**src/logic/hs_pkg.sv**
```systemverilog
// homing sequencer shared constants, types and step helpers
// assumes one 10 MHz clock; method codes arrive as plain integers
package hs_pkg;

  // clock and standstill settle time
  localparam int CLK_PERIOD_NS = 100;
  localparam int SETTLE_TIME_NS = 500;
  localparam int SETTLE_CYCLES = (SETTLE_TIME_NS + CLK_PERIOD_NS - 1) / CLK_PERIOD_NS;

  // method codes
  localparam logic [7:0] METH_18 = 8'h12;
  localparam logic [7:0] METH_19 = 8'h13;
  localparam logic [7:0] METH_23 = 8'h17;
  localparam logic [7:0] METH_24 = 8'h18;
  localparam logic [7:0] METH_25 = 8'h19;
  localparam logic [7:0] METH_26 = 8'h1A;
  localparam logic [7:0] METH_27 = 8'h1B;
  localparam logic [7:0] METH_28 = 8'h1C;
  localparam logic [7:0] METH_29 = 8'h1D;
  localparam logic [7:0] METH_30 = 8'h1E;
  localparam logic [7:0] METH_31 = 8'h1F;
  localparam logic [7:0] METH_32 = 8'h20;
  localparam logic [7:0] METH_33 = 8'h21;
  localparam logic [7:0] METH_34 = 8'h22;

  // watched inputs, index into the sample vector
  localparam logic [1:0] SIG_POS = 2'h0;
  localparam logic [1:0] SIG_ORG = 2'h1;
  localparam logic [1:0] SIG_IDX = 2'h2;
  localparam int SIG_N = 3;

  // step word layout
  localparam int STEP_W = 5;
  localparam int STEP_REV = 4;
  localparam int STEP_HIGH = 3;
  localparam int STEP_SIG_HI = 2;
  localparam int STEP_SIG_LO = 1;
  localparam int STEP_RISE = 0;
  localparam logic DIR_FWD = 1'b0;
  localparam logic DIR_REV = 1'b1;
  localparam logic SPD_LOW = 1'b0;
  localparam logic SPD_HIGH = 1'b1;
  localparam logic EDGE_FALL = 1'b0;
  localparam logic EDGE_RISE = 1'b1;

  // fallback phase after hitting the negative limit
  localparam logic [1:0] FB_NONE = 2'h0;
  localparam logic [1:0] FB_TURN = 2'h1;
  localparam logic [1:0] FB_FINAL = 2'h2;

  typedef logic [STEP_W-1:0] hs_step_type;

  typedef enum logic [5:0] {
    ST_IDLE   = 6'h01,
    ST_LOAD   = 6'h02,
    ST_SEARCH = 6'h04,
    ST_STOP   = 6'h08,
    ST_DONE   = 6'h10,
    ST_FAULT  = 6'h20
  } hs_state_type;

  function automatic hs_step_type make_step(input logic rev, input logic high,
                                            input logic [1:0] sig, input logic rise);
    make_step = {rev, high, sig, rise};
  endfunction

  function automatic logic [1:0] step_sig(input hs_step_type s);
    step_sig = s[STEP_SIG_HI:STEP_SIG_LO];
  endfunction

  // approach from the other side: flip direction and edge
  function automatic hs_step_type mirror(input hs_step_type s);
    mirror = make_step(~s[STEP_REV], s[STEP_HIGH], step_sig(s), ~s[STEP_RISE]);
  endfunction

endpackage

```
**src/logic/hs_edge.sv**
```systemverilog
// edge detector for the watched limit, origin and index inputs
// assumes inputs already synchronous to clk_i
`timescale 1ns/1ps
module hs_edge #(
  parameter int W = 3
) (
  // clock and reset
  input  wire logic         clk_i,
  input  wire logic         reset_n_i,
  // samples and edges
  input  wire logic [W-1:0] sample_i,
  output logic      [W-1:0] rise_o,
  output logic      [W-1:0] fall_o
);

  logic [W-1:0] prev;
  logic [W-1:0] next_prev;

  generate
    if (W < 1) begin : g_chk
      $error("hs_edge: W must be at least 1");
    end
  endgenerate

  always_comb begin
    next_prev = sample_i;
    rise_o = sample_i & ~prev;
    fall_o = ~sample_i & prev;
  end

  always_ff @(posedge clk_i or negedge reset_n_i) begin
    if (!reset_n_i) begin
      prev <= '0;
    end else begin
      prev <= next_prev;
    end
  end

endmodule

```
**src/logic/hs_settle.sv**
```systemverilog
// standstill qualifier: standstill must hold CYCLES clocks in a row
// assumes standstill_i is synchronous; clear_i restarts the count
`timescale 1ns/1ps
module hs_settle #(
  parameter int CYCLES = hs_pkg::SETTLE_CYCLES
) (
  // clock and reset
  input  wire logic clk_i,
  input  wire logic reset_n_i,
  // control and status
  input  wire logic clear_i,
  input  wire logic standstill_i,
  output logic      settled_o
);

  localparam int CW = $clog2(CYCLES + 1);
  localparam logic [CW-1:0] TOP = CW'(CYCLES);

  logic [CW-1:0] cnt;
  logic [CW-1:0] next_cnt;

  generate
    if (CYCLES < 1) begin : g_chk
      $error("hs_settle: CYCLES must be at least 1");
    end
  endgenerate

  always_comb begin
    next_cnt = cnt;
    if (clear_i || !standstill_i) begin
      next_cnt = '0;
    end else if (cnt != TOP) begin
      next_cnt = cnt + CW'(1);
    end
    settled_o = (cnt == TOP);
  end

  always_ff @(posedge clk_i or negedge reset_n_i) begin
    if (!reset_n_i) begin
      cnt <= '0;
    end else begin
      cnt <= next_cnt;
    end
  end

endmodule

```
**src/logic/hs_sequencer.sv**
```systemverilog
// homing sequencer top: method table, search state machine, outputs
// assumes a speed loop that obeys run/high/reverse and reports standstill
//
// Notes on behaviour
// - method 18: fast forward, slow reverse off limit
// - method 18 limit active: slow reverse only
// - method 19: fast forward, slow reverse off origin
// - method 19 origin active: slow reverse only
// - method 24: three steps, ending forward on rise
// - negative limit in fast reverse: turn forward
// - method 27: fast reverse, slow forward to fall
// - method 27 origin active: slow forward only
// - method 28: three steps, ending reverse on rise
// - method 23: like 19, stop on fall
// - method 25: fast forward fall, slow reverse rise
// - method 26: three steps, ending forward on fall
// - method 29: fast reverse fall, slow forward rise
// - method 30: three steps, ending reverse on fall
// - methods 31 and 32 are reserved
// - method 33: reverse to first index pulse
// - method 34: forward to first index pulse
`timescale 1ns/1ps
module hs_sequencer #(
  parameter int SETTLE_CYCLES = hs_pkg::SETTLE_CYCLES
) (
  // clock and reset
  input  wire logic       clk_i,
  input  wire logic       reset_n_i,
  // command
  input  wire logic       start_i,
  input  wire logic [7:0] method_i,
  // axis sensors
  input  wire logic       pos_limit_i,
  input  wire logic       neg_limit_i,
  input  wire logic       origin_i,
  input  wire logic       index_i,
  input  wire logic       standstill_i,
  // speed loop command
  output logic            run_o,
  output logic            high_speed_o,
  output logic            reverse_o,
  // status
  output logic            busy_o,
  output logic            done_o,
  output logic            error_o
);

  hs_pkg::hs_state_type state;
  hs_pkg::hs_state_type next_state;
  logic [7:0]           method_q;
  logic [7:0]           next_method_q;
  logic [1:0]           idx;
  logic [1:0]           next_idx;
  logic [1:0]           fb;
  logic [1:0]           next_fb;
  logic                 next_run;
  logic                 next_high;
  logic                 next_rev;
  logic                 next_busy;
  logic                 next_done;
  logic                 next_err;

  // method table
  hs_pkg::hs_step_type  tbl0;
  hs_pkg::hs_step_type  tbl1;
  hs_pkg::hs_step_type  tbl2;
  logic [1:0]           last;
  logic                 skip;
  logic                 tbl_valid;

  hs_pkg::hs_step_type  cur;
  hs_pkg::hs_step_type  nxt;
  logic [hs_pkg::SIG_N-1:0] lvl;
  logic [hs_pkg::SIG_N-1:0] rise_v;
  logic [hs_pkg::SIG_N-1:0] fall_v;
  logic                 hit;
  logic                 final_step;
  logic                 turn;
  logic                 settled;

  assign lvl = {index_i, origin_i, pos_limit_i};

  hs_edge #(
    .W (hs_pkg::SIG_N)
  ) u_edge (
    .clk_i     (clk_i),
    .reset_n_i (reset_n_i),
    .sample_i  (lvl),
    .rise_o    (rise_v),
    .fall_o    (fall_v)
  );

  hs_settle #(
    .CYCLES (SETTLE_CYCLES)
  ) u_settle (
    .clk_i        (clk_i),
    .reset_n_i    (reset_n_i),
    .clear_i      (state != hs_pkg::ST_STOP),
    .standstill_i (standstill_i),
    .settled_o    (settled)
  );

  // step in force for a given position in the program
  function automatic hs_pkg::hs_step_type pick(input logic [1:0] i, input logic [1:0] f,
                                               input hs_pkg::hs_step_type t0,
                                               input hs_pkg::hs_step_type t1,
                                               input hs_pkg::hs_step_type t2);
    pick = t0;
    if (f == hs_pkg::FB_TURN) begin
      pick = hs_pkg::make_step(hs_pkg::DIR_FWD, hs_pkg::SPD_HIGH, hs_pkg::step_sig(t0),
                               ~t0[hs_pkg::STEP_RISE]);
    end else if (f == hs_pkg::FB_FINAL) begin
      pick = hs_pkg::mirror(t1);
    end else if (i == 2'h1) begin
      pick = t1;
    end else if (i == 2'h2) begin
      pick = t2;
    end
  endfunction

  always_comb begin
    tbl0 = '0;
    tbl1 = '0;
    tbl2 = '0;
    last = 2'h1;
    skip = 1'b1;
    tbl_valid = 1'b1;
    case (method_q)
      hs_pkg::METH_18: begin
        tbl0 = hs_pkg::make_step(hs_pkg::DIR_FWD, 1'b1, hs_pkg::SIG_POS, 1'b1);
        tbl1 = hs_pkg::make_step(hs_pkg::DIR_REV, 1'b0, hs_pkg::SIG_POS, 1'b0);
      end
      hs_pkg::METH_19, hs_pkg::METH_23: begin
        tbl0 = hs_pkg::make_step(hs_pkg::DIR_FWD, 1'b1, hs_pkg::SIG_ORG, 1'b1);
        tbl1 = hs_pkg::make_step(hs_pkg::DIR_REV, 1'b0, hs_pkg::SIG_ORG, 1'b0);
      end
      hs_pkg::METH_24: begin
        tbl0 = hs_pkg::make_step(hs_pkg::DIR_FWD, 1'b1, hs_pkg::SIG_ORG, 1'b1);
        tbl1 = hs_pkg::make_step(hs_pkg::DIR_REV, 1'b0, hs_pkg::SIG_ORG, 1'b0);
        tbl2 = hs_pkg::make_step(hs_pkg::DIR_FWD, 1'b0, hs_pkg::SIG_ORG, 1'b1);
        last = 2'h2;
      end
      hs_pkg::METH_25: begin
        tbl0 = hs_pkg::make_step(hs_pkg::DIR_FWD, 1'b1, hs_pkg::SIG_ORG, 1'b0);
        tbl1 = hs_pkg::make_step(hs_pkg::DIR_REV, 1'b0, hs_pkg::SIG_ORG, 1'b1);
        skip = 1'b0;
      end
      hs_pkg::METH_26: begin
        tbl0 = hs_pkg::make_step(hs_pkg::DIR_FWD, 1'b1, hs_pkg::SIG_ORG, 1'b0);
        tbl1 = hs_pkg::make_step(hs_pkg::DIR_REV, 1'b0, hs_pkg::SIG_ORG, 1'b1);
        tbl2 = hs_pkg::make_step(hs_pkg::DIR_FWD, 1'b0, hs_pkg::SIG_ORG, 1'b0);
        last = 2'h2;
        skip = 1'b0;
      end
      hs_pkg::METH_27: begin
        tbl0 = hs_pkg::make_step(hs_pkg::DIR_REV, 1'b1, hs_pkg::SIG_ORG, 1'b1);
        tbl1 = hs_pkg::make_step(hs_pkg::DIR_FWD, 1'b0, hs_pkg::SIG_ORG, 1'b0);
      end
      hs_pkg::METH_28: begin
        tbl0 = hs_pkg::make_step(hs_pkg::DIR_REV, 1'b1, hs_pkg::SIG_ORG, 1'b1);
        tbl1 = hs_pkg::make_step(hs_pkg::DIR_FWD, 1'b0, hs_pkg::SIG_ORG, 1'b0);
        tbl2 = hs_pkg::make_step(hs_pkg::DIR_REV, 1'b0, hs_pkg::SIG_ORG, 1'b1);
        last = 2'h2;
      end
      hs_pkg::METH_29: begin
        tbl0 = hs_pkg::make_step(hs_pkg::DIR_REV, 1'b1, hs_pkg::SIG_ORG, 1'b0);
        tbl1 = hs_pkg::make_step(hs_pkg::DIR_FWD, 1'b0, hs_pkg::SIG_ORG, 1'b1);
        skip = 1'b0;
      end
      hs_pkg::METH_30: begin
        tbl0 = hs_pkg::make_step(hs_pkg::DIR_REV, 1'b1, hs_pkg::SIG_ORG, 1'b0);
        tbl1 = hs_pkg::make_step(hs_pkg::DIR_FWD, 1'b0, hs_pkg::SIG_ORG, 1'b1);
        tbl2 = hs_pkg::make_step(hs_pkg::DIR_REV, 1'b0, hs_pkg::SIG_ORG, 1'b0);
        last = 2'h2;
        skip = 1'b0;
      end
      hs_pkg::METH_33: begin
        tbl0 = hs_pkg::make_step(hs_pkg::DIR_REV, 1'b0, hs_pkg::SIG_IDX, 1'b1);
        last = 2'h0;
        skip = 1'b0;
      end
      hs_pkg::METH_34: begin
        tbl0 = hs_pkg::make_step(hs_pkg::DIR_FWD, 1'b0, hs_pkg::SIG_IDX, 1'b1);
        last = 2'h0;
        skip = 1'b0;
      end
      default: begin
        // reserved 31, 32 and everything unsupported
        tbl_valid = 1'b0;
        skip = 1'b0;
      end
    endcase
  end

  always_comb begin
    cur = pick(idx, fb, tbl0, tbl1, tbl2);
    hit = cur[hs_pkg::STEP_RISE] ? rise_v[hs_pkg::step_sig(cur)]
                                 : fall_v[hs_pkg::step_sig(cur)];
    final_step = (fb == hs_pkg::FB_FINAL) || (fb == hs_pkg::FB_NONE && idx == last);
    turn = (fb == hs_pkg::FB_NONE) && (idx == 2'h0) && cur[hs_pkg::STEP_REV]
           && cur[hs_pkg::STEP_HIGH] && (hs_pkg::step_sig(cur) == hs_pkg::SIG_ORG)
           && neg_limit_i;
  end

  always_comb begin
    next_state = state;
    next_method_q = method_q;
    next_idx = idx;
    next_fb = fb;
    case (state)
      hs_pkg::ST_IDLE, hs_pkg::ST_DONE, hs_pkg::ST_FAULT: begin
        if (start_i) begin
          next_method_q = method_i;
          next_idx = 2'h0;
          next_fb = hs_pkg::FB_NONE;
          next_state = hs_pkg::ST_LOAD;
        end
      end
      hs_pkg::ST_LOAD: begin
        if (!tbl_valid) begin
          next_state = hs_pkg::ST_FAULT;
        end else begin
          // already on the target: skip the fast phase
          if (skip && lvl[hs_pkg::step_sig(tbl0)]) begin
            next_idx = 2'h1;
          end
          next_state = hs_pkg::ST_SEARCH;
        end
      end
      hs_pkg::ST_SEARCH: begin
        if (hit && final_step) begin
          next_state = hs_pkg::ST_DONE;
        end else if (hit) begin
          next_state = hs_pkg::ST_STOP;
          if (fb == hs_pkg::FB_TURN) begin
            next_fb = hs_pkg::FB_FINAL;
          end else begin
            next_idx = idx + 2'h1;
          end
        end else if (turn) begin
          next_state = hs_pkg::ST_STOP;
          next_fb = hs_pkg::FB_TURN;
        end
      end
      hs_pkg::ST_STOP: begin
        if (settled) begin
          next_state = hs_pkg::ST_SEARCH;
        end
      end
      default: begin
        next_state = hs_pkg::ST_IDLE;
      end
    endcase
  end

  always_comb begin
    nxt = pick(next_idx, next_fb, tbl0, tbl1, tbl2);
    next_run = (next_state == hs_pkg::ST_SEARCH);
    next_high = next_run && nxt[hs_pkg::STEP_HIGH];
    next_rev = next_run ? nxt[hs_pkg::STEP_REV] : reverse_o;
    next_busy = (next_state == hs_pkg::ST_LOAD) || (next_state == hs_pkg::ST_SEARCH)
                || (next_state == hs_pkg::ST_STOP);
    next_done = (next_state == hs_pkg::ST_DONE);
    next_err = (next_state == hs_pkg::ST_FAULT);
  end

  always_ff @(posedge clk_i or negedge reset_n_i) begin
    if (!reset_n_i) begin
      state <= hs_pkg::ST_IDLE;
      method_q <= 8'h00;
      idx <= 2'h0;
      fb <= 2'h0;
      run_o <= 1'b0;
      high_speed_o <= 1'b0;
      reverse_o <= 1'b0;
      busy_o <= 1'b0;
      done_o <= 1'b0;
      error_o <= 1'b0;
    end else begin
      state <= next_state;
      method_q <= next_method_q;
      idx <= next_idx;
      fb <= next_fb;
      run_o <= next_run;
      high_speed_o <= next_high;
      reverse_o <= next_rev;
      busy_o <= next_busy;
      done_o <= next_done;
      error_o <= next_err;
    end
  end
endmodule

```
**config.mk**
```make
export PLATFORM = sky130hd
export DESIGN_NAME = hs_sequencer
export DESIGN_NICKNAME = d
export VERILOG_FILES = /design/src/logic/hs_pkg.sv /design/src/logic/hs_edge.sv /design/src/logic/hs_settle.sv /design/src/logic/hs_sequencer.sv
export SDC_FILE = /design/constraint.sdc
export NUM_CORES = 1
export LEC_CHECK = 0
export BUFFER_PORTS_ARGS = -buffer_cell sky130_fd_sc_hd__buf_2
export CORE_MARGIN = 1
export CORE_UTILIZATION = 40
export CTS_BUF_LIST = sky130_fd_sc_hd__clkbuf_8
export CTS_CLUSTER_DIAMETER = 150
export DETAILED_ROUTE_END_ITERATION = 10
export PLACE_DENSITY = 0.62
export SLEW_MARGIN = 25
export SYNTH_ARGS = -nofsm -noshare
export SYNTH_HDL_FRONTEND = slang
export SYNTH_SLANG_ARGS = --single-unit
```
**constraint.sdc**
```tcl
create_clock -name clk_i -period 3.95 [get_ports clk_i]
set_clock_uncertainty 0.05 [all_clocks]
set_input_delay 0.79 -clock clk_i [delete_from_list [all_inputs] [get_ports clk_i]]
set_output_delay 0.79 -clock clk_i [all_outputs]
set_load 0.05 [all_outputs]
```
==> metrics.yaml <==
outcome:
  status: "completed"
timing:
  setup_tns_ns: 0
  fin_crit_ns: 3.65
  maxSlewViolCount: 0
  setup-violations-final: 0
  fmax_mhz: 274
  grt_setup_unrepaired: "no"
  worst_pin_slew_ns: 0.668
  hold_viol: 0
  max-slew-margin-rel: 0.555
  period_share: 0.923
detailed_routing:
  ant_nets: 0
  wl_per_cell_um: 14.0
  drc: 0
  firstDrtPassIters: 4
  vias: 1724
  routed_wl_um: 4470
  drt_first_iter_violations: 77
  vias_per_cell: 5.39
setup_path:
  crit_path_end_kind: "register"
  rrSetupSlack_ns: 0.30
  startpoint_type: "register"
  slowest_delay_ns: 0.53
  crit_top_cell: "mux2i_1"
  worstPathArrival_ns: 3.80
  worstPathRequired_ns: 4.10
  path_max_fanout: 12
  cp_slowest_cell: "dfrtp_1"
  critPathKind: "register to register"
  cp_cell_sequence: "nor4_4 > nand3_2 > a32oi_2 > mux2i_1 > nand3_2 > mux2_4 > o2111a_1 > o21ai_2 > mux2i_1 > mux2i_1 > or3b_1 > a31oi_1"
yosys:
  seq_area_frac_synth: 0.365
  ys_top_cells_by_area: "dfrtp_1 (35%), nand2_1 (6.7%), mux2i_1 (3.4%), o21ai_0 (3.4%), nor2_1 (3.1%)"
  synthArstFlopShare: 1.00
  synth-seq-cells: 30
  syn-cell-area_um2: 2060
  synthCells: 229
  yosysTopAreaCell: "dfrtp_1"
  synth_top_area_share: 0.352
  synth_cell_types: 66
  synth_ff_type: "dfrtp_1"
  synth_enable_flop_cells: 0
  synth.avg_cell_area_um2: 8.99
  syn_nets: 250
  yosys_warnings: 0
cells_and_area:
  fin_util: 0.484
  finish.net_count: 273
  diodes: 0
  final.fill_count: 499
  syn2layout_area_growth_pct: 14.0
  drive_gt1_frac: 0.213
global_routing:
  antenna_found_initial: 0
  grt_pass1_wl_um: 7270
  grt_overflow: 0
  grt.total_usage: 0.176
  grt_pass1_vias: 1497
  grt_max_degree: 31
floorplan:
  initial_core_util: 0.425
  core_area_um2: 4850
  die_h_um: 73.8
  die_x_um: 73.8
  dieArea_um2: 5440
  ios: 22
  row_count: 25
cts:
  post_cts_buffers: 0
  cts.hold.buffers_added: 0
  numCtsBuffers: 5
  cts_resized: 0
  cts_root_buffer: "clkbuf_8"
  clock-sinks: 30
  clock_latency_ns: 0.28
  path_clk_slew_ns: 0.07
  cts.path.max_buffers: 2
  cts_tree: "built"
  cts_max_level: 2
flow_run:
  drv_cap: 0
power_and_ir_drop:
  ir_worst_vdd_mv: 0.358
  power_density_nw_per_um2: 639
  p_leak_nw: 1.03
placed_design:
  dpl.hpwl_um: 3370
  globalplace.congestion: 0.876
  numPortBuffers: 21
hold_path:
  hold_class: "register to register"
==> logic make-up (layout without fill, tap and decap cells) <==
| family | Yosys count | in the layout | share of synthesized area |
|---|---|---|---|
| mux | 11 | 11 | 0.0632 |
| buf+inv | 19 | 43 | 0.0395 |
| flops | 30 | 30 | 0.365 |
| compound gates | 57 | 57 | 0.199 |
| simple gates | 101 | 101 | 0.276 |
| xor+xnor | 5 | 5 | 0.0213 |
| fa+ha+maj | 6 | 6 | 0.0352 |
==> synthesized netlist by cell type (all sizes together), types with 2 or more instances <==
library cell   n
nand3         11
nand4          3
a22o           3
a21boi         2
nand2         37
nor2b          2
nor3           8
o2111ai        2
xor2           2
o21ai         19
mux2i          8
nor2          18
a31oi          3
clkbuf         2
o221ai         2
xnor2          3
a21oi          9
and3b          2
buf            6
or2            2
o211ai         3
a211o          2
ha             5
and2           3
inv           11
dfrtp         29
nor3b          5
mux2           3
==> state kept, by name (all words and copies together) (netlist names) <==
signal	cells
high_speed_o	1
u_settle.cnt	3
method_q	8
u_edge.prev	3
error_o	1
run_o	1
reverse_o	1
busy_o	1
done_o	1
idx	2
fb	2
state	6
==> metal layers <==
layer / wire length, um / track usage
met4: 36 / 0.0363
met3: 171 / 0.0343
met5: 0 / 0
met1: 2270 / 0.261
met2: 2000 / 0.264
==> worst max-delay path, delay by kind of cell (launching register included) <==
| family | cells | cell delay (ns) |
|---|---|---|
| AND/OR/NAND/NOR | 4 | 1.09 |
| AO/OA/AOI/OAI | 4 | 0.97 |
| multiplexers | 4 | 0.94 |
| flip-flops | 1 | 0.53 |
==> power by group <==
part / switching (mW) / leakage [nW] / internal (mW)
combinational: 0.415 / 0.583 / 0.257
clock: 0.116 / 0.0626 / 0.203
sequential: 0.123 / 0.389 / 0.387
total: 0.654 / 1.03 / 0.847
==> per-stage QoR <==
stage	cell area [um2]	setup WS (ns)	hold slack [ns]	power, mW	instances
final	2350	0.304	0.480	1.50	320
after global routing	2350	0.102	0.512	1.60	320
after CTS	2350	0.302	0.478	1.51	320
after detailed placement	2230	0.314	0.469	1.18	312
after global placement	2230	0.447	0.456	1.18	312
after floorplan	2060	0.699	0.424	1.03	229
==> layout by cell type (no fill, tap or decap), types with 7 or more instances in the layout <==
| cell | count |
|---|---|
| nand3_1 | 7 |
| dfrtp_1 | 29 |
| o21ai_0 | 14 |
| buf_2 | 21 |
| mux2i_1 | 7 |
| nand2_1 | 37 |
| inv_1 | 12 |
| a21oi_1 | 8 |
| nor2_1 | 17 |
| nor3_1 | 7 |
==> worst paths after layout <==
check | from | endpoint | cells after the start
max in group asynchronous | reset_n_i | method_q[4] | 1
max | method_q[2] | reverse_o | 12
min reg2reg | method_q[4] | method_q[4] | 2
min | method_q[4] | method_q[4] | 2
max reg2reg | method_q[2] | reverse_o | 12
min in group asynchronous | reset_n_i | u_settle.cnt[2] | 1
==> area by class of cell <==
type | count | area, um2 | area share
multi-input combinational | 180 | 1230 | 0.522
tap | 67 | 83.8 | 0.0357
inverter | 11 | 41.3 | 0.0176
clock buffer | 6 | 82.6 | 0.0352
clock inverter | 2 | 33.8 | 0.0144
sequential | 30 | 752 | 0.320
timing repair buffer | 24 | 128 | 0.0544
No activity file was read; power rests on OpenSTA's default activity.
